### src/common/cbt_regs.svh
// register offsets, field positions and constants of the block transfer channel
`ifndef CBT_REGS_SVH
`define CBT_REGS_SVH
`define CBT_A_OUT5 8'h00
`define CBT_A_OUT6 8'h04
`define CBT_A_STAT5 8'h08
`define CBT_A_STAT6 8'h0c
`define CBT_Z16 16'h0000
`define CBT_Z32 32'h0000_0000
`define CBT_CONN_CODE 4'hc
`define CBT_S_SA 0
`define CBT_S_TA 1
`define CBT_S_FN 2
`define CBT_S_CLR 3
`define CBT_S_CC 4
`define CBT_S_TB 5
`define CBT_S_CUR 6
`define CBT_F_CODED 15
`define CBT_F_WRITE 14
`define CBT_F_DISREQ 11
`define CBT_F_HALT 10
`define CBT_F_BACK 9
`define CBT_CMP_BIT 15
`define CBT_CCONN_BIT 13
`define CBT_PAGE_END 11'h7ff
`define CBT_PAGE_TOP 11'h000
`endif

### src/common/cbt_pkg.sv
// types shared by the block transfer channel
package cbt_pkg;
   typedef enum logic [6:0] {
      ST_IDLE  = 7'h01,
      ST_RXW   = 7'h02,
      ST_UNIT  = 7'h04,
      ST_LOOK  = 7'h08,
      ST_STORE = 7'h10,
      ST_FETCH = 7'h20,
      ST_SEND  = 7'h40
   } cbt_state_type;
endpackage

### src/core/cbt_sync.sv
// two flip-flop synchroniser for pin inputs
`timescale 1ns/1ps
module cbt_sync #(
   parameter int W = 1
) (
   input wire logic clk_sys,
   input wire logic rst,
   input wire logic ce,
   input wire logic [W-1:0] d,
   output logic [W-1:0] q
);
   logic [W-1:0] meta_q;
   logic [W-1:0] meta_d;
   logic [W-1:0] q_d;
   if (W < 1) begin : g_chk
      $error("cbt_sync width must be at least one");
   end
   // first stage feeds only the second stage
   always_comb begin
      meta_d = d;
      q_d = meta_q;
   end
   always_ff @(posedge clk_sys or posedge rst) begin
      if (rst) begin
         meta_q <= '0;
         q <= '0;
      end else if (ce) begin
         meta_q <= meta_d;
         q <= q_d;
      end
   end
endmodule

### src/core/cbt_top.sv
// block transfer channel: host command path, table conversion and memory addressing
`timescale 1ns/1ps
`include "cbt_regs.svh"
module cbt_top #(
   parameter int AW = 8
) (
   input wire logic clk_sys,
   input wire logic rst,
   input wire logic ce,
   input wire logic psel,
   input wire logic penable,
   input wire logic pwrite,
   input wire logic [AW-1:0] paddr,
   input wire logic [31:0] pwdata,
   output logic [31:0] prdata,
   output logic pready,
   output logic pslverr,
   output logic mem_req,
   output logic mem_we,
   output logic [14:0] mem_addr,
   output logic [15:0] mem_wdata,
   input wire logic mem_ack,
   input wire logic [15:0] mem_rdata,
   input wire logic mem_perr,
   input wire logic per_rx_valid,
   input wire logic [11:0] per_rx_byte,
   input wire logic per_eor,
   input wire logic per_rx_perr,
   input wire logic per_wr_perr,
   input wire logic per_tx_ack,
   input wire logic [11:0] per_status,
   output logic per_tx_valid,
   output logic [11:0] per_tx_byte,
   output logic per_code_stb,
   output logic per_code_conn,
   output logic [11:0] per_code,
   output cbt_pkg::cbt_state_type eng_state
);
   import cbt_pkg::*;

   if (AW < 8) begin : g_chk
      $error("cbt_top address width must be at least eight");
   end

   // ******************************************************
   // pin synchronisers
   // ******************************************************
   logic [4:0] ctl_s;
   logic [23:0] dat_s;
   logic [4:0] ctl_p_q;
   cbt_sync #(.W(5)) u_sync_ctl (
      .clk_sys(clk_sys),
      .rst(rst),
      .ce(ce),
      .d({per_rx_valid, per_eor, per_rx_perr, per_wr_perr, per_tx_ack}),
      .q(ctl_s)
   );
   cbt_sync #(.W(24)) u_sync_dat (
      .clk_sys(clk_sys),
      .rst(rst),
      .ce(ce),
      .d({per_rx_byte, per_status}),
      .q(dat_s)
   );
   logic rx_new, eor_new, txack_new;
   assign rx_new = ctl_s[4] & ~ctl_p_q[4];
   assign eor_new = ctl_s[3] & ~ctl_p_q[3];
   assign txack_new = ctl_s[0] & ~ctl_p_q[0];

   // ******************************************************
   // apb slave and host word registers
   // ******************************************************
   logic [15:0] out5_q, out5_d, out6_q, out6_d;
   logic pready_d, pslverr_d;
   logic [31:0] prdata_d;
   logic [6:0] stb;
   logic take, conn, wr6;
   logic [15:0] stat5;
   logic sbu_perr_q, rd_perr_q;
   logic [10:0] low_q;
   logic [3:0] page_q;
   logic [1:0] ucnt_q, bcnt_q;
   assign conn = out6_q[3:0] == `CBT_CONN_CODE;
   assign take = psel & penable & pready;
   assign wr6 = take & pwrite & (paddr[7:0] == `CBT_A_OUT6);
   // status word 5: error flags and either current address or counters
   assign stat5 = {3'h0, sbu_perr_q, rd_perr_q,
      out6_q[15-`CBT_S_CUR] ? low_q : {4'h0, 2'h0, ucnt_q, 1'b0, bcnt_q}};
   // strobe bits act on rising edge, only with the connect code present
   always_comb begin
      stb = '0;
      if (wr6 && pwdata[3:0] == `CBT_CONN_CODE) begin
         for (int i = 0; i < 7; i++) begin
            stb[i] = pwdata[15-i] & ~out6_q[15-i];
         end
      end
   end
   // bus answer: ready one cycle into the access phase
   always_comb begin
      out5_d = out5_q;
      out6_d = out6_q;
      pready_d = psel & penable & ~pready;
      prdata_d = prdata;
      pslverr_d = 1'b0;
      if (psel && penable && !pready) begin
         prdata_d = `CBT_Z32;
         unique case (paddr[7:0])
            `CBT_A_OUT5: prdata_d = {16'h0, out5_q};
            `CBT_A_OUT6: prdata_d = {16'h0, out6_q};
            `CBT_A_STAT5: prdata_d = conn ? {16'h0, stat5} : `CBT_Z32;
            `CBT_A_STAT6: prdata_d = conn ? {20'h0, dat_s[11:0]} : `CBT_Z32;
            default: pslverr_d = 1'b1;
         endcase
         if (paddr[AW-1:0] > AW'(`CBT_A_STAT6)) begin
            pslverr_d = 1'b1;
         end
      end
      if (take && pwrite && paddr[7:0] == `CBT_A_OUT5) begin
         out5_d = pwdata[15:0];
      end
      if (wr6) begin
         out6_d = pwdata[15:0];
      end
   end
   always_ff @(posedge clk_sys or posedge rst) begin
      if (rst) begin
         out5_q <= `CBT_Z16;
         out6_q <= `CBT_Z16;
         pready <= 1'b0;
         prdata <= `CBT_Z32;
         pslverr <= 1'b0;
      end else if (ce) begin
         out5_q <= out5_d;
         out6_q <= out6_d;
         pready <= pready_d;
         prdata <= prdata_d;
         pslverr <= pslverr_d;
      end
   end

   // ******************************************************
   // transfer engine
   // ******************************************************
   cbt_state_type st_q, st_d;
   logic [10:0] low_d;
   logic [3:0] page_d;
   logic [14:0] term_q, term_d;
   logic cmp_q, cmp_d;
   logic [6:0] tbl_q, tbl_d;
   logic [15:0] fn_q, fn_d, word_q, word_d;
   logic [11:0] byte_q, byte_d;
   logic [1:0] ucnt_d, bcnt_d;
   logic last_q, last_d, sbu_perr_d, rd_perr_d;
   logic fresh_q, fresh_d;
   logic mreq_d, mwe_d;
   logic [14:0] maddr_d;
   logic [15:0] mwdata_d;
   logic txv_d, cstb_d, cconn_d;
   logic [11:0] txb_d, code_d;
   logic coded, wrt, dis, halt, back, adv, hit, wfull, bfull;
   logic [10:0] nlow;
   logic [3:0] npage;
   assign coded = fn_q[`CBT_F_CODED];
   assign wrt = fn_q[`CBT_F_WRITE];
   assign dis = fn_q[`CBT_F_DISREQ];
   assign halt = fn_q[`CBT_F_HALT];
   assign back = fn_q[`CBT_F_BACK];
   // compare only ever consulted on write fetches
   assign hit = cmp_q & (term_q[14:11] == page_q) & (term_q[10:0] == low_q);
   // address step: low part only, page taken from terminating word at end
   always_comb begin
      nlow = back ? low_q - 11'h1 : low_q + 11'h1;
      npage = page_q;
      if (!back && low_q == `CBT_PAGE_END) begin
         nlow = `CBT_PAGE_TOP;
         npage = term_q[14:11];
      end
   end
   // sequencing of units between peripheral bytes, tables and memory words
   always_comb begin
      st_d = st_q;
      low_d = low_q;
      page_d = page_q;
      term_d = term_q;
      cmp_d = cmp_q;
      tbl_d = tbl_q;
      fn_d = fn_q;
      word_d = word_q;
      byte_d = byte_q;
      ucnt_d = ucnt_q;
      bcnt_d = bcnt_q;
      last_d = last_q;
      fresh_d = 1'b0;
      sbu_perr_d = sbu_perr_q;
      rd_perr_d = rd_perr_q;
      mreq_d = mem_req;
      mwe_d = mem_we;
      maddr_d = mem_addr;
      mwdata_d = mem_wdata;
      txv_d = per_tx_valid;
      txb_d = per_tx_byte;
      cstb_d = 1'b0;
      cconn_d = per_code_conn;
      code_d = per_code;
      adv = 1'b0;
      wfull = 1'b0;
      bfull = 1'b0;
      unique case (st_q)
         ST_RXW: begin
            if (rx_new) begin
               byte_d = dat_s[23:12];
               bcnt_d = coded ? 2'd2 : 2'd3;
               if (ctl_s[2]) begin
                  rd_perr_d = 1'b1;
               end
               st_d = (ctl_s[2] && halt) ? ST_IDLE : ST_UNIT;
            end
         end
         ST_UNIT: begin
            if (!wrt && bcnt_q == 2'd0) begin
               st_d = ST_RXW;
            end else if (wrt && ucnt_q == 2'd0 && !fresh_q) begin
               st_d = last_q ? ST_IDLE : ST_FETCH;
               mreq_d = ~last_q & ~dis;
               mwe_d = 1'b0;
               maddr_d = {page_q, low_q};
            end else if (!wrt && !coded) begin
               word_d = {word_q[11:0], byte_q[11:8]};
               byte_d = {byte_q[7:0], 4'h0};
               bcnt_d = bcnt_q - 2'd1;
               ucnt_d = ucnt_q + 2'd1;
               wfull = ucnt_q == 2'd3;
            end else if (!wrt) begin
               maddr_d = {tbl_q, 2'b00, byte_q[11:6]};
               byte_d = {byte_q[5:0], 6'h0};
               bcnt_d = bcnt_q - 2'd1;
               mreq_d = 1'b1;
               mwe_d = 1'b0;
               st_d = ST_LOOK;
            end else if (!coded) begin
               byte_d = {byte_q[7:0], word_q[15:12]};
               word_d = {word_q[11:0], 4'h0};
               ucnt_d = ucnt_q - 2'd1;
               bcnt_d = bcnt_q + 2'd1;
               bfull = bcnt_q == 2'd2;
            end else begin
               maddr_d = {tbl_q, word_q[15:8]};
               word_d = {word_q[7:0], 8'h0};
               ucnt_d = ucnt_q - 2'd1;
               mreq_d = 1'b1;
               mwe_d = 1'b0;
               st_d = ST_LOOK;
            end
         end
         ST_LOOK: begin
            if (mem_ack) begin
               mreq_d = 1'b0;
               st_d = ST_UNIT;
               if (wrt) begin
                  byte_d = {byte_q[5:0], mem_rdata[5:0]};
                  bcnt_d = bcnt_q + 2'd1;
                  bfull = bcnt_q == 2'd1;
               end else begin
                  word_d = {word_q[7:0], mem_rdata[7:0]};
                  ucnt_d = ucnt_q + 2'd1;
                  wfull = ucnt_q == 2'd1;
               end
            end
         end
         ST_STORE: begin
            if (mem_ack || dis) begin
               mreq_d = 1'b0;
               adv = 1'b1;
               ucnt_d = 2'd0;
               st_d = ST_UNIT;
            end
         end
         ST_FETCH: begin
            if (mem_ack || dis) begin
               mreq_d = 1'b0;
               word_d = dis ? `CBT_Z16 : mem_rdata;
               ucnt_d = coded ? 2'd2 : 2'd0;
               last_d = hit;
               adv = 1'b1;
               st_d = ST_UNIT;
               if (mem_ack && mem_perr) begin
                  sbu_perr_d = 1'b1;
                  st_d = halt ? ST_IDLE : ST_UNIT;
               end
            end
         end
         ST_SEND: begin
            if (txack_new) begin
               txv_d = 1'b0;
               bcnt_d = 2'd0;
               st_d = ST_UNIT;
               if (ctl_s[1]) begin
                  rd_perr_d = 1'b1;
               end
               if (ctl_s[1] && halt) begin
                  st_d = ST_IDLE;
               end
            end
         end
         default: begin
            st_d = ST_IDLE;
         end
      endcase
      // binary fetch yields four nibbles; counter wraps to mean four
      if (st_q == ST_FETCH && st_d == ST_UNIT && !coded) begin
         ucnt_d = 2'd0;
         last_d = hit;
         fresh_d = 1'b1; // a zero count here means a full word, not an empty one
      end
      if (wfull) begin
         st_d = ST_STORE;
         mreq_d = ~dis;
         mwe_d = 1'b1;
         maddr_d = {page_q, low_q};
         mwdata_d = word_d;
      end
      if (bfull) begin
         st_d = ST_SEND;
         txv_d = 1'b1;
         txb_d = byte_d;
      end
      if (adv) begin
         low_d = nlow;
         page_d = npage;
      end
      // end of record finishes reads only; compare never does
      if (!wrt && st_q != ST_IDLE && eor_new) begin
         st_d = ST_IDLE;
      end
      if (st_d == ST_IDLE) begin
         mreq_d = 1'b0;
         txv_d = 1'b0;
      end
      // strobed host words, all addresses arrive complemented
      if (stb[`CBT_S_SA]) begin
         page_d = ~out5_q[14:11];
         low_d = ~out5_q[10:0];
      end
      if (stb[`CBT_S_TA]) begin
         term_d = ~out5_q[14:0];
         cmp_d = out5_q[`CBT_CMP_BIT];
      end
      if (stb[`CBT_S_TB]) begin
         tbl_d = ~out5_q[14:8];
      end
      if (stb[`CBT_S_CC]) begin
         code_d = out5_q[11:0];
         cconn_d = out5_q[`CBT_CCONN_BIT];
         cstb_d = 1'b1;
      end
      if (stb[`CBT_S_FN]) begin
         fn_d = out5_q;
         st_d = out5_q[`CBT_F_WRITE] ? ST_FETCH : ST_RXW;
         ucnt_d = 2'd0;
         bcnt_d = 2'd0;
         last_d = 1'b0;
         mreq_d = out5_q[`CBT_F_WRITE] & ~out5_q[`CBT_F_DISREQ];
         mwe_d = 1'b0;
         maddr_d = {page_d, low_d};
      end
      if (stb[`CBT_S_CLR]) begin
         st_d = ST_IDLE;
         fn_d = `CBT_Z16;
         mreq_d = 1'b0;
         txv_d = 1'b0;
         // an error seen in this very cycle still wins over the clear
         sbu_perr_d = (st_q == ST_FETCH) & mem_ack & mem_perr;
         rd_perr_d = (st_q == ST_RXW & rx_new & ctl_s[2]) | (st_q == ST_SEND & txack_new & ctl_s[1]);
      end
   end
   always_ff @(posedge clk_sys or posedge rst) begin
      if (rst) begin
         st_q <= ST_IDLE;
         low_q <= `CBT_PAGE_TOP;
         page_q <= 4'h0;
         term_q <= 15'h0000;
         cmp_q <= 1'b0;
         tbl_q <= 7'h00;
         fn_q <= `CBT_Z16;
         word_q <= `CBT_Z16;
         byte_q <= 12'h000;
         ucnt_q <= 2'd0;
         bcnt_q <= 2'd0;
         last_q <= 1'b0;
         fresh_q <= 1'b0;
         sbu_perr_q <= 1'b0;
         rd_perr_q <= 1'b0;
         ctl_p_q <= 5'h00;
         mem_req <= 1'b0;
         mem_we <= 1'b0;
         mem_addr <= 15'h0000;
         mem_wdata <= `CBT_Z16;
         per_tx_valid <= 1'b0;
         per_tx_byte <= 12'h000;
         per_code_stb <= 1'b0;
         per_code_conn <= 1'b0;
         per_code <= 12'h000;
         eng_state <= ST_IDLE;
      end else if (ce) begin
         st_q <= st_d;
         low_q <= low_d;
         page_q <= page_d;
         term_q <= term_d;
         cmp_q <= cmp_d;
         tbl_q <= tbl_d;
         fn_q <= fn_d;
         word_q <= word_d;
         byte_q <= byte_d;
         ucnt_q <= ucnt_d;
         bcnt_q <= bcnt_d;
         last_q <= last_d;
         fresh_q <= fresh_d;
         sbu_perr_q <= sbu_perr_d;
         rd_perr_q <= rd_perr_d;
         ctl_p_q <= ctl_s;
         mem_req <= mreq_d;
         mem_we <= mwe_d;
         mem_addr <= maddr_d;
         mem_wdata <= mwdata_d;
         per_tx_valid <= txv_d;
         per_tx_byte <= txb_d;
         per_code_stb <= cstb_d;
         per_code_conn <= cconn_d;
         per_code <= code_d;
         eng_state <= st_d;
      end
   end
endmodule

### config.mk
export PLATFORM = sky130hd
export DESIGN_NAME = cbt_top
export DESIGN_NICKNAME = d
export VERILOG_FILES = /design/src/common/cbt_pkg.sv /design/src/core/cbt_sync.sv /design/src/core/cbt_top.sv
export VERILOG_INCLUDE_DIRS = /design/src /design/src/common
export SDC_FILE = /design/constraint.sdc
export NUM_CORES = 1
export LEC_CHECK = 0
export BUFFER_PORTS_ARGS = -buffer_cell sky130_fd_sc_hd__buf_2
export CORE_ASPECT_RATIO = 0.6
export CORE_MARGIN = 3
export CORE_UTILIZATION = 25
export DETAILED_ROUTE_END_ITERATION = 10
export SLEW_MARGIN = 20
export SYNTH_ARGS = -nofsm -noshare
export SYNTH_HDL_FRONTEND = slang
export SYNTH_SLANG_ARGS = --single-unit
### constraint.sdc
create_clock -name clk_sys -period 8.2 [get_ports clk_sys]
set_clock_uncertainty 0.1 [all_clocks]
set_input_delay 0.41 -clock clk_sys [delete_from_list [all_inputs] [get_ports clk_sys]]
set_output_delay 0.41 -clock clk_sys [all_outputs]
set_load 0.005 [all_outputs]
# After elaboration in Yosys (flattened, before gate mapping)
# Index checks and enable logic that the tools add are counted.
dict set report totals {
  ff_bits 286
  inputBits 93
  output_inout_bits 101
  elab_cells 335
}
dict set report classes {
  add_sub_neg 6
  magnitude_cmp 1
  eq_ne 47
  muxes 147
  bitwise_logic 42
  n_reduce_logical 58
}
# cell count
set op_table {}
lappend op_table {{2-to-1 mux 16 bit} 11}
lappend op_table {{2-to-1 mux 15 bit} 8}
lappend op_table {{2-to-1 mux 12 bit} 9}
lappend op_table {{2-to-1 mux 7 bit} 15}
lappend op_table {{case mux 16 bit (4 select lines)} 1}
lappend op_table {{2-to-1 mux 1 bit} 57}
lappend op_table {{2-to-1 mux 11 bit} 5}
lappend op_table {{case mux 16 bit (3 select lines)} 1}
lappend op_table {{2-to-1 mux 2 bit} 21}
lappend op_table {{case mux 7 bit (6 select lines)} 1}
lappend op_table {{case mux 12 bit (3 select lines)} 1}
lappend op_table {{inequality test 3 bit, second input constant} 9}
lappend op_table {{bitwise AND 1 bit} 24}
lappend op_table {{inequality test 4 bit, second input constant} 6}
lappend op_table {{2-to-1 mux 6 bit} 3}
lappend op_table {{AND reduction 2 bit} 9}
lappend op_table {{AND reduction 9 bit} 2}
lappend op_table {{logical AND 1 bit} 17}
lappend op_table {{== test 8 x 4 -> 1 bit, second input constant} 2}
lappend op_table {{case mux 2 bit (4 select lines)} 2}
lappend op_table {{NOT 15 bit} 1}
lappend op_table {{== test 7 x 3 -> 1 bit, second input constant} 2}
lappend op_table {{2-to-1 mux 13 bit} 1}
lappend op_table {{NOT 1 bit} 13}
lappend op_table {{other kinds (52)} 80}

# Depth between registers and ports, before layout
# Gate-level depths: netlist (run 1).
dict set report logic_depth {
  word_depth 13
  depth_mapped 10
}

# Cells and area by module
# From an unflattened synthesis (run 1), not the netlist that was laid out.
dict set report hier_totals {
  hier_cells 1302
  area_unflattened_um2 13397.8
}
# module instances cells_per_inst area_each_um2 seq_area_each_um2
set modules_own_cells {}
lappend modules_own_cells {cbt_top 1 1178 11118.2 4981.0}
lappend modules_own_cells {{cbt_sync at u_sync_dat} 1 102 1864.3 1201.2}
lappend modules_own_cells {{cbt_sync at u_sync_ctl} 1 22 415.4 250.2}

# Worst setup path after synthesis (run 1)
# OpenSTA, ideal clock, no wires.
dict set report synth_path {
  path_kind {register -> register}
  from {register fn_q[9]}
  to {register mem_addr[10]}
  arrival_time_ps 2494
  t_required_ps 7967
  slack_ps 5472
  path_stages_with_launch 8
  path_cell_list {dfrtp_1 > fa_1 > a211oi_1 > o21ai_0 > a311oi_1 > mux2_2 > a211oi_1 > o21ai_0}
}
dict set report synth_between {
  elab_chain_len 6
  elab_cells_between_ends 7
  classes_between {mux (5); reduce/logical (2)}
}
# element line_no
set synth_lines {}
lappend synth_lines {{start, declared} cbt_top.sv:150} ;# logic [15:0] fn_q, fn_d, word_q, word_d;
lappend synth_lines {{start signal, assigned} cbt_top.sv:384} ;# fn_q <= `CBT_Z16;
lappend synth_lines {{start signal, assigned} cbt_top.sv:411} ;# fn_q <= fn_d;
lappend synth_lines {{logical NOT 1 bit} cbt_top.sv:174} ;# if (!back && low_q == `CBT_PAGE_END) begin
lappend synth_lines {{logical AND 1 bit (no source line)} n/a}
lappend synth_lines {{2-to-1 mux 11 bit *} cbt_top.sv:174}
lappend synth_lines {{2-to-1 mux 11 bit *} cbt_top.sv:327} ;# if (adv) begin
lappend synth_lines {{2-to-1 mux 11 bit *} cbt_top.sv:340} ;# if (stb[`CBT_S_SA]) begin
lappend synth_lines {{2-to-1 mux 15 bit *} cbt_top.sv:356} ;# if (stb[`CBT_S_FN]) begin
lappend synth_lines {{end signal, assigned} cbt_top.sv:423} ;# mem_addr <= maddr_d;
lappend synth_lines {{end, declared} cbt_top.sv:20} ;# output logic [14:0] mem_addr,
# Mark *: on every way between the ends. The rest lies on a longest branch, timed or not.
# A chain may end at the register's enable or synchronous reset.

# Worst setup path in the final report (run 1)
dict set report layout_path {
  from {register fn_q[14]}
  to {register ucnt_q[0]}
}
dict set report layout_between {
  elab_chain_len 11
  elab_cells_between_ends 28
  classes_between {eq/ne (8); mux (11); reduce/logical (9)}
}
# element line_no
set layout_lines {}
lappend layout_lines {{logical NOT 1 bit} {cbt_top.sv:220, cbt_top.sv:227}}
lappend layout_lines {{logical AND 1 bit} cbt_top.sv:227} ;# end else if (!wrt && !coded) begin
lappend layout_lines {{2-to-1 mux 7 bit} cbt_top.sv:227}
lappend layout_lines {{2-to-1 mux 7 bit} cbt_top.sv:222} ;# end else if (wrt && ucnt_q == 2'd0 && !fresh_q) begin
lappend layout_lines {{2-to-1 mux 7 bit} cbt_top.sv:220} ;# if (!wrt && bcnt_q == 2'd0) begin
lappend layout_lines {{case mux 7 bit (6 select lines)} cbt_top.sv:208} ;# unique case (st_q)
lappend layout_lines {{== test 7 x 3 -> 1 bit} cbt_top.sv:310} ;# if (st_q == ST_FETCH && st_d == ST_UNIT && !coded) begin
lappend layout_lines {{logical AND 1 bit (2 in a row)} cbt_top.sv:310}
lappend layout_lines {{inequality test 5 bit (no source line) (tied with other cells)} n/a}
lappend layout_lines {{AND reduction 9 bit (no source line) / 2-to-1 mux 2 bit (equally long branches)} n/a}
lappend layout_lines {{end signal, assigned} cbt_top.sv:414} ;# ucnt_q <= ucnt_d;
lappend layout_lines {{end, declared} cbt_top.sv:82} ;# logic [1:0] ucnt_q, bcnt_q;
# Several ways; a longest one is shown, not always the timed one. The select of a mux whose other input is x is not followed.

==> impl_results.md, run 1 <==
* H-tree depth at 1
* CTS Buf Count at 28
* Largest net degree at the start of global routing at 132
* Die X at 304 µm
* Worst setup EP type: flip-flop
* Syn_area_per_cell at 10.1 µm²
* Dpl hpwl at 34000 µm
* Pins over their slew limit at 0
* Max-cap viol count at 0
* # rows at 64
* Dpl cells at 2104
* Status: finished, final reports clean
* Rel. slew slack at 0.207
* Ys Warns at 0
* Initial antenna violation count at 3
* Initial drt markers at 1179
* Worst-Skew Late Latency at 0.58 ns
* Initial Util at 0.257
* Fin nets at 1584
* I/O pin count at 194
* First-pass GRT wire length at 69800 µm
* Max Root-Sink Buffers at 3
* Die area at 56200 µm²
* CP Class: reg -> reg
* Number of flops mapped to enable cells by yosys at 0
* Core region area at 51800 µm²
* TritonCTS clock tree: yes
* CP Max Fanout at 28
* Setup violations, final at 0
* GP Congestion at 0.922
* Final setup TNS at 0 ns
* Commonest cells after routing, fill and taps aside: dfrtp_1, buf_2, nand2_1
* Clock Sinks at 257
* PwrDens at 193 nW/µm²
* Worst VDD drop at 0.164 mV
* Drt via density at 5.19
* DRT Pass-1 Iters at 5
* Post-CTS Resized at 0
* Post-Syn Instances at 1321
* Residual DRC at 0
* Fmax at 267 MHz
* Fin cells at 2190
* Layout cell share with drive strength beyond 1 at 0.249
* Clk slew on worst S/H paths at 0.07 ns
* Routed Antenna Nets at 0
* Main synth FF type: dfrtp_1
* Synth Register Bits at 257
* Worst min path class: in -> reg
* Most common library cell in the layout ignoring fill and taps: dfrtp_1
* Seq/Total Area, Yosys at 0.483
* Synth Cell Area at 13300 µm²
* Post-DP Area at 14700 µm²
* WP data required at 8.60 ns
* Vias at 11400
* Hold_ws at 0.0205 ns
* Slew @ Worst Pin at 1.18 ns
* Vias in the first global route at 10900
* Period utilization at 0.457
* Crit path time final at 3.74 ns
* Gr usage total at 0.161
* I/O Buffers at 161
* Finished Core Util at 0.309
* Fin area at 16000 µm²
* Worst setup SP type: flip-flop
* Distinct cell type count after synthesis at 75
* RSZ-0062 raised after global routing: no
* Leakage power at 7.19 nW
* Grt total ovfl at 0
* Final hold vios at 0
* Drt wl/cell at 21.2 µm
* Area Growth Syn to Fin at 20.2%
* Clock Tree Root: clkbuf_16
* Total wire length at 46400 µm
* Die H at 185 µm
* Asr flop ratio synth at 1.00
* CP arrival at 4.14 ns
[cell type report]
class | instances | area, µm²
fillers | 5312 | 35800
multi-input cells | 963 | 6450
flip-flops and latches | 257 | 6430
repair buffers | 211 | 1280
well taps | 693 | 867
clock buffers | 43 | 837
clock inverters | 8 | 87.6
inverters | 14 | 60.1
diodes | 1 | 2.50
[report_power, final]
| part | total (W) | switching [W] | internal (W) | leakage (nW) |
|---|---|---|---|---|
| registers | 0.00147 | 0.000121 | 0.00135 | 3.33 |
| clock network | 0.00128 | 0.000546 | 0.000734 | 0.444 |
| logic | 0.000341 | 0.000183 | 0.000158 | 3.41 |
[critical path, stage by stage, from the launching register on]
cell and delay, ns:
dfrtp_1 0.70, buf_4 0.45, nand3b_1 0.28, nand2_1 0.48, o32ai_1 0.14, nor4_1 0.58, nor3_1 0.23, or4_1 0.55
o21ai_0 0.15
[per-layer routing]
metal  GRT usage  vias to the layer above  part of all wire
met5           0                        -                 0
met4      0.0418                        0             0.025
met1       0.247                     5600              0.47
li1            -                     5139                 -
met3      0.0454                       81              0.11
met2       0.218                      539              0.39
[registers in the layout, indices dropped and copies added, names as in the netlist, 11 cells and up]
| register | cells |
|---|---|
| per_tx_byte | 12 |
| word_q | 16 |
| u_sync_dat.q | 24 |
| low_q | 11 |
| byte_q | 12 |
| out5_q | 16 |
| per_code | 12 |
| prdata | 16 |
| out6_q | 16 |
| term_q | 15 |
| mem_addr | 15 |
| u_sync_dat.meta_q | 24 |
| mem_wdata | 16 |
[through the flow]
step / total power [W] / worst slack, ns
after floorplan: 0.00167 / 0.622
after global placement: 0.00181 / 4.34
after detailed placement: 0.00182 / 4.27
after CTS: 0.00312 / 4.50
after global routing: 0.00322 / 4.29
final: 0.00309 / 4.46
[repair_timing]
action	in CTS	in global routing
endpoints found under the hold margin	78	0
buffers inserted	0	0
hold buffers	32	0
[final timing paths]
check / from / to / slack [ns] / cells after the start
setup / recovery: fn_q[14] / ucnt_q[0] / 4.46 / 8
hold / removal: pwdata[15] / out5_q[15] / 0.02 / 2
setup reg to reg: fn_q[14] / ucnt_q[0] / 4.46 / 8
hold reg to reg: mem_wdata[12] / mem_wdata[12] / 0.37 / 2
max in group asynchronous: rst / word_q[4] / 6.26 / 4
min in group asynchronous: rst / u_sync_dat.meta_q[6] / 0.44 / 3
[synthesized netlist by cell type, drive strengths merged, types with 5 or more instances]
library cell,number,share of area
dfrtp,256,0.48
nand2,142,0.040
mux2,125,0.11
o21ai,124,0.047
nor2,91,0.026
a21oi,87,0.033
clkbuf,66,0.019
mux2i,39,0.029
buf,36,0.017
nor3,31,0.012
a22o,29,0.019
nor2b,24,0.011
nand3,21,0.0079
a221oi,20,0.014
xnor2,19,0.012
ha,15,0.014
inv,14,0.0039
a31oi,13,0.0061
a211oi,12,0.0068
a222oi,11,0.0083
nand4,10,0.0047
nor4,10,0.0056
a22oi,9,0.0051
a41oi,8,0.0053
and3,8,0.0038
a21o,7,0.0039
nand2b,6,0.0034
nand3b,6,0.0034
or2,6,0.0028
or4,6,0.0037
nand4b,5,0.0033
o31ai,5,0.0028
or3,5,0.0023
[logic make-up (layout without fill, tap and decap cells)]
family / count (synthesis) / count (layout) / share of synthesized area
AO/OA/AOI/OAI: 364 / 364 / 0.176
XOR/XNOR: 20 / 20 / 0.0131
adder cells (fa/ha/maj): 16 / 16 / 0.0156
buffers and inverters: 116 / 276 / 0.0399
flip-flops: 257 / 257 / 0.483
multiplexers: 164 / 164 / 0.135
other: 1 / 17 / 0.000281
AND/OR/NAND/NOR: 383 / 383 / 0.137
Note: power is estimated with default switching activity, not from simulation.
==> run 2, diff against run 1 <==
==> constraint.sdc (replaced) <==
create_clock -name clk_sys -period 3.1 [get_ports clk_sys]
set_clock_uncertainty 0.1 [all_clocks]
set_input_delay 0.155 -clock clk_sys [delete_from_list [all_inputs] [get_ports clk_sys]]
set_output_delay 0.155 -clock clk_sys [all_outputs]
set_load 0.005 [all_outputs]
==> run 2 against run 1 <==
Effect of this change:
- total power rose to 2.7 times the previous value
- maximum frequency grew 26%
- worst hold slack improved by 0.043 ns
- die area is the same
- global-route usage grew 0.67 points
- first-iteration DRC count up 4.6%
- critical path depth is the same
- final area increased by 5.6%
- sequential power rose to 2.6 times the previous value
- via count is 3.2% higher
- critical endpoint is now mem_addr[4]
- largest cell class unchanged
- highest routed layer unchanged
==> impl_results.md, run 2 (synthesis results as in run 1) <==
* Status: finished, final reports clean
* Switching share of power at 0.271
* Period utilization at 0.959
* Fin area at 16900 µm²
* Register share of total power at 0.453
* Die X at 304 µm
* Pins over their slew limit at 0
* Die H at 185 µm
* Largest net degree at the start of global routing at 71
* Commonest cells after routing, fill and taps aside: dfrtp_1, buf_2, nand2_1
* Initial Util at 0.257
* RSZ-0062 raised after global routing: no
* H-tree depth at 1
* Reg-to-reg endpoint: mem_addr[4]
* Drt via density at 5.13
* Fill count at 5250
* Core region area at 51800 µm²
* I/O pin count at 194
* Cells on worst reg2reg path at 8
* Reg-to-Reg Start: st_q[1]
* Max-cap viol count at 0
* Post-DP Area at 15300 µm²
* Cell internal pwr at 0.00611 W
* GP Congestion at 0.943
* Worst min path class: in -> reg
* Largest regs: u_sync_dat.meta_q: 24 flops, u_sync_dat.q: 24 flops
* CP Max Fanout at 23
* Most common library cell in the layout ignoring fill and taps: dfrtp_1
* Diode count at 0
* Worst setup EP type: flip-flop
* Vias in the first global route at 11300
* Fin cells at 2287
* R2r setup slk at 0.13 ns
* Rel. slew slack at 0.418
* WP data required at 3.48 ns
* Fin nets at 1682
* # rows at 64
* CTS Buf Count at 29
* Crit path time final at 2.97 ns
* Vias at 11700
* First-pass GRT wire length at 73100 µm
* Clock Sinks at 257
* Die area at 56200 µm²
* Area Growth Syn to Fin at 27.0%
* DRT Pass-1 Iters at 6
* Grt total ovfl at 0
* Dpl cells at 2169
* Setup violations, final at 0
* Combinational group share of total power at 0.138
* Initial antenna violation count at 0
* Final hold vios at 0
* PwrDens at 495 nW/µm²
* Leakage power at 7.67 nW
* Layout cell share with drive strength beyond 1 at 0.277
* Worst-Skew Late Latency at 0.56 ns
* Gr usage total at 0.168
* Psw at 0.00226 W
* Total wire length at 48200 µm
* Routed Antenna Nets at 0
* Worst setup SP type: flip-flop
* Clk slew on worst S/H paths at 0.06 ns
* Dpl hpwl at 36800 µm
* Fmax at 337 MHz
* CP Launch Point: st_q[1]
* CP Class: reg -> reg
* Clock Tree Root: clkbuf_16
* Critical Path End: mem_addr[4]
* TritonCTS clock tree: yes
* I/O Buffers at 161
* Initial drt markers at 1233
* Max Root-Sink Buffers at 3
* Residual DRC at 0
* Worst VDD drop at 0.519 mV
* CP arrival at 3.35 ns
* Slew @ Worst Pin at 0.873 ns
* Drt wl/cell at 21.1 µm
* Clock share of power at 0.409
* Min-delay src: psel
==> run 2: cell type report <==
class,count,area (µm²),area share
Clock buffer,41,791,0.0467
Clock inverter,11,134,0.00791
Inverter,14,56.3,0.00333
Multi-Input combinational cell,963,6470,0.383
Sequential cell,257,6430,0.380
Tap cell,693,867,0.0512
Timing Repair Buffer,308,2160,0.128
==> run 2: layer usage <==
layer	GRT usage	share of wire	up-vias	routed length, µm
met5	0	0	-	0
met4	0.0324	0.021	0	995
met3	0.0393	0.088	53	4250
met2	0.228	0.39	482	18900
met1	0.265	0.50	5872	24100
li1	-	-	5318	-
==> run 2: worst min-delay path by stage <==
| stage | slack, ns | cells past startpoint | endpoint |
|---|---|---|---|
| floorplan | 0.21 | 1 | out5_q[10] |
| global placement | 0.29 | 2 | u_sync_dat.meta_q[0] |
| detailed placement | 0.29 | 2 | u_sync_dat.meta_q[6] |
| CTS | 0.02 | 5 | prdata[13] |
| global route | 0.09 | 5 | prdata[0] |
| finish | 0.06 | 5 | prdata[14] |
==> run 2: power by group through the flow <==
stage,Combinational (W),Sequential (W),Clock [W]
after floorplan,0.000653,0.00376,0
after global placement,0.00105,0.00384,0
after detailed placement,0.00107,0.00384,0
after CTS,0.00114,0.00378,0.00353
after global routing,0.00126,0.00381,0.00367
final,0.00116,0.00379,0.00342
==> run 2: critical path, stage by stage (launching register included) <==
cell and delay [ns]:
dfrtp_1 0.50, or4_4 0.60, or4_1 0.53, buf_4 0.24
nor4_2 0.34, a211oi_1 0.08, a21oi_1 0.23, mux2i_1 0.11
o21ai_0 0.15
==> run 2: timing repair <==
item	CTS	global route
resized for setup	0	9
endpoints found under the setup margin	0	18
hold buffers	65	0
buffers inserted	0	0
hold endpoints to repair	120	0
==> run 2: per-stage QoR <==
step	power, W	TNS (ns)	hold slack (ns)	setup slack [ns]	utilization
floorplan	0.00442	-138.19	0.206	-0.540	-
global placement	0.00489	0	0.289	0.141	0.295
detailed placement	0.00492	0	0.291	0.108	0.295
CTS	0.00846	0	0.0222	0.0946	0.325
global route	0.00875	0	0.0913	0.0175	0.327
finish	0.00837	0	0.0635	0.128	0.327
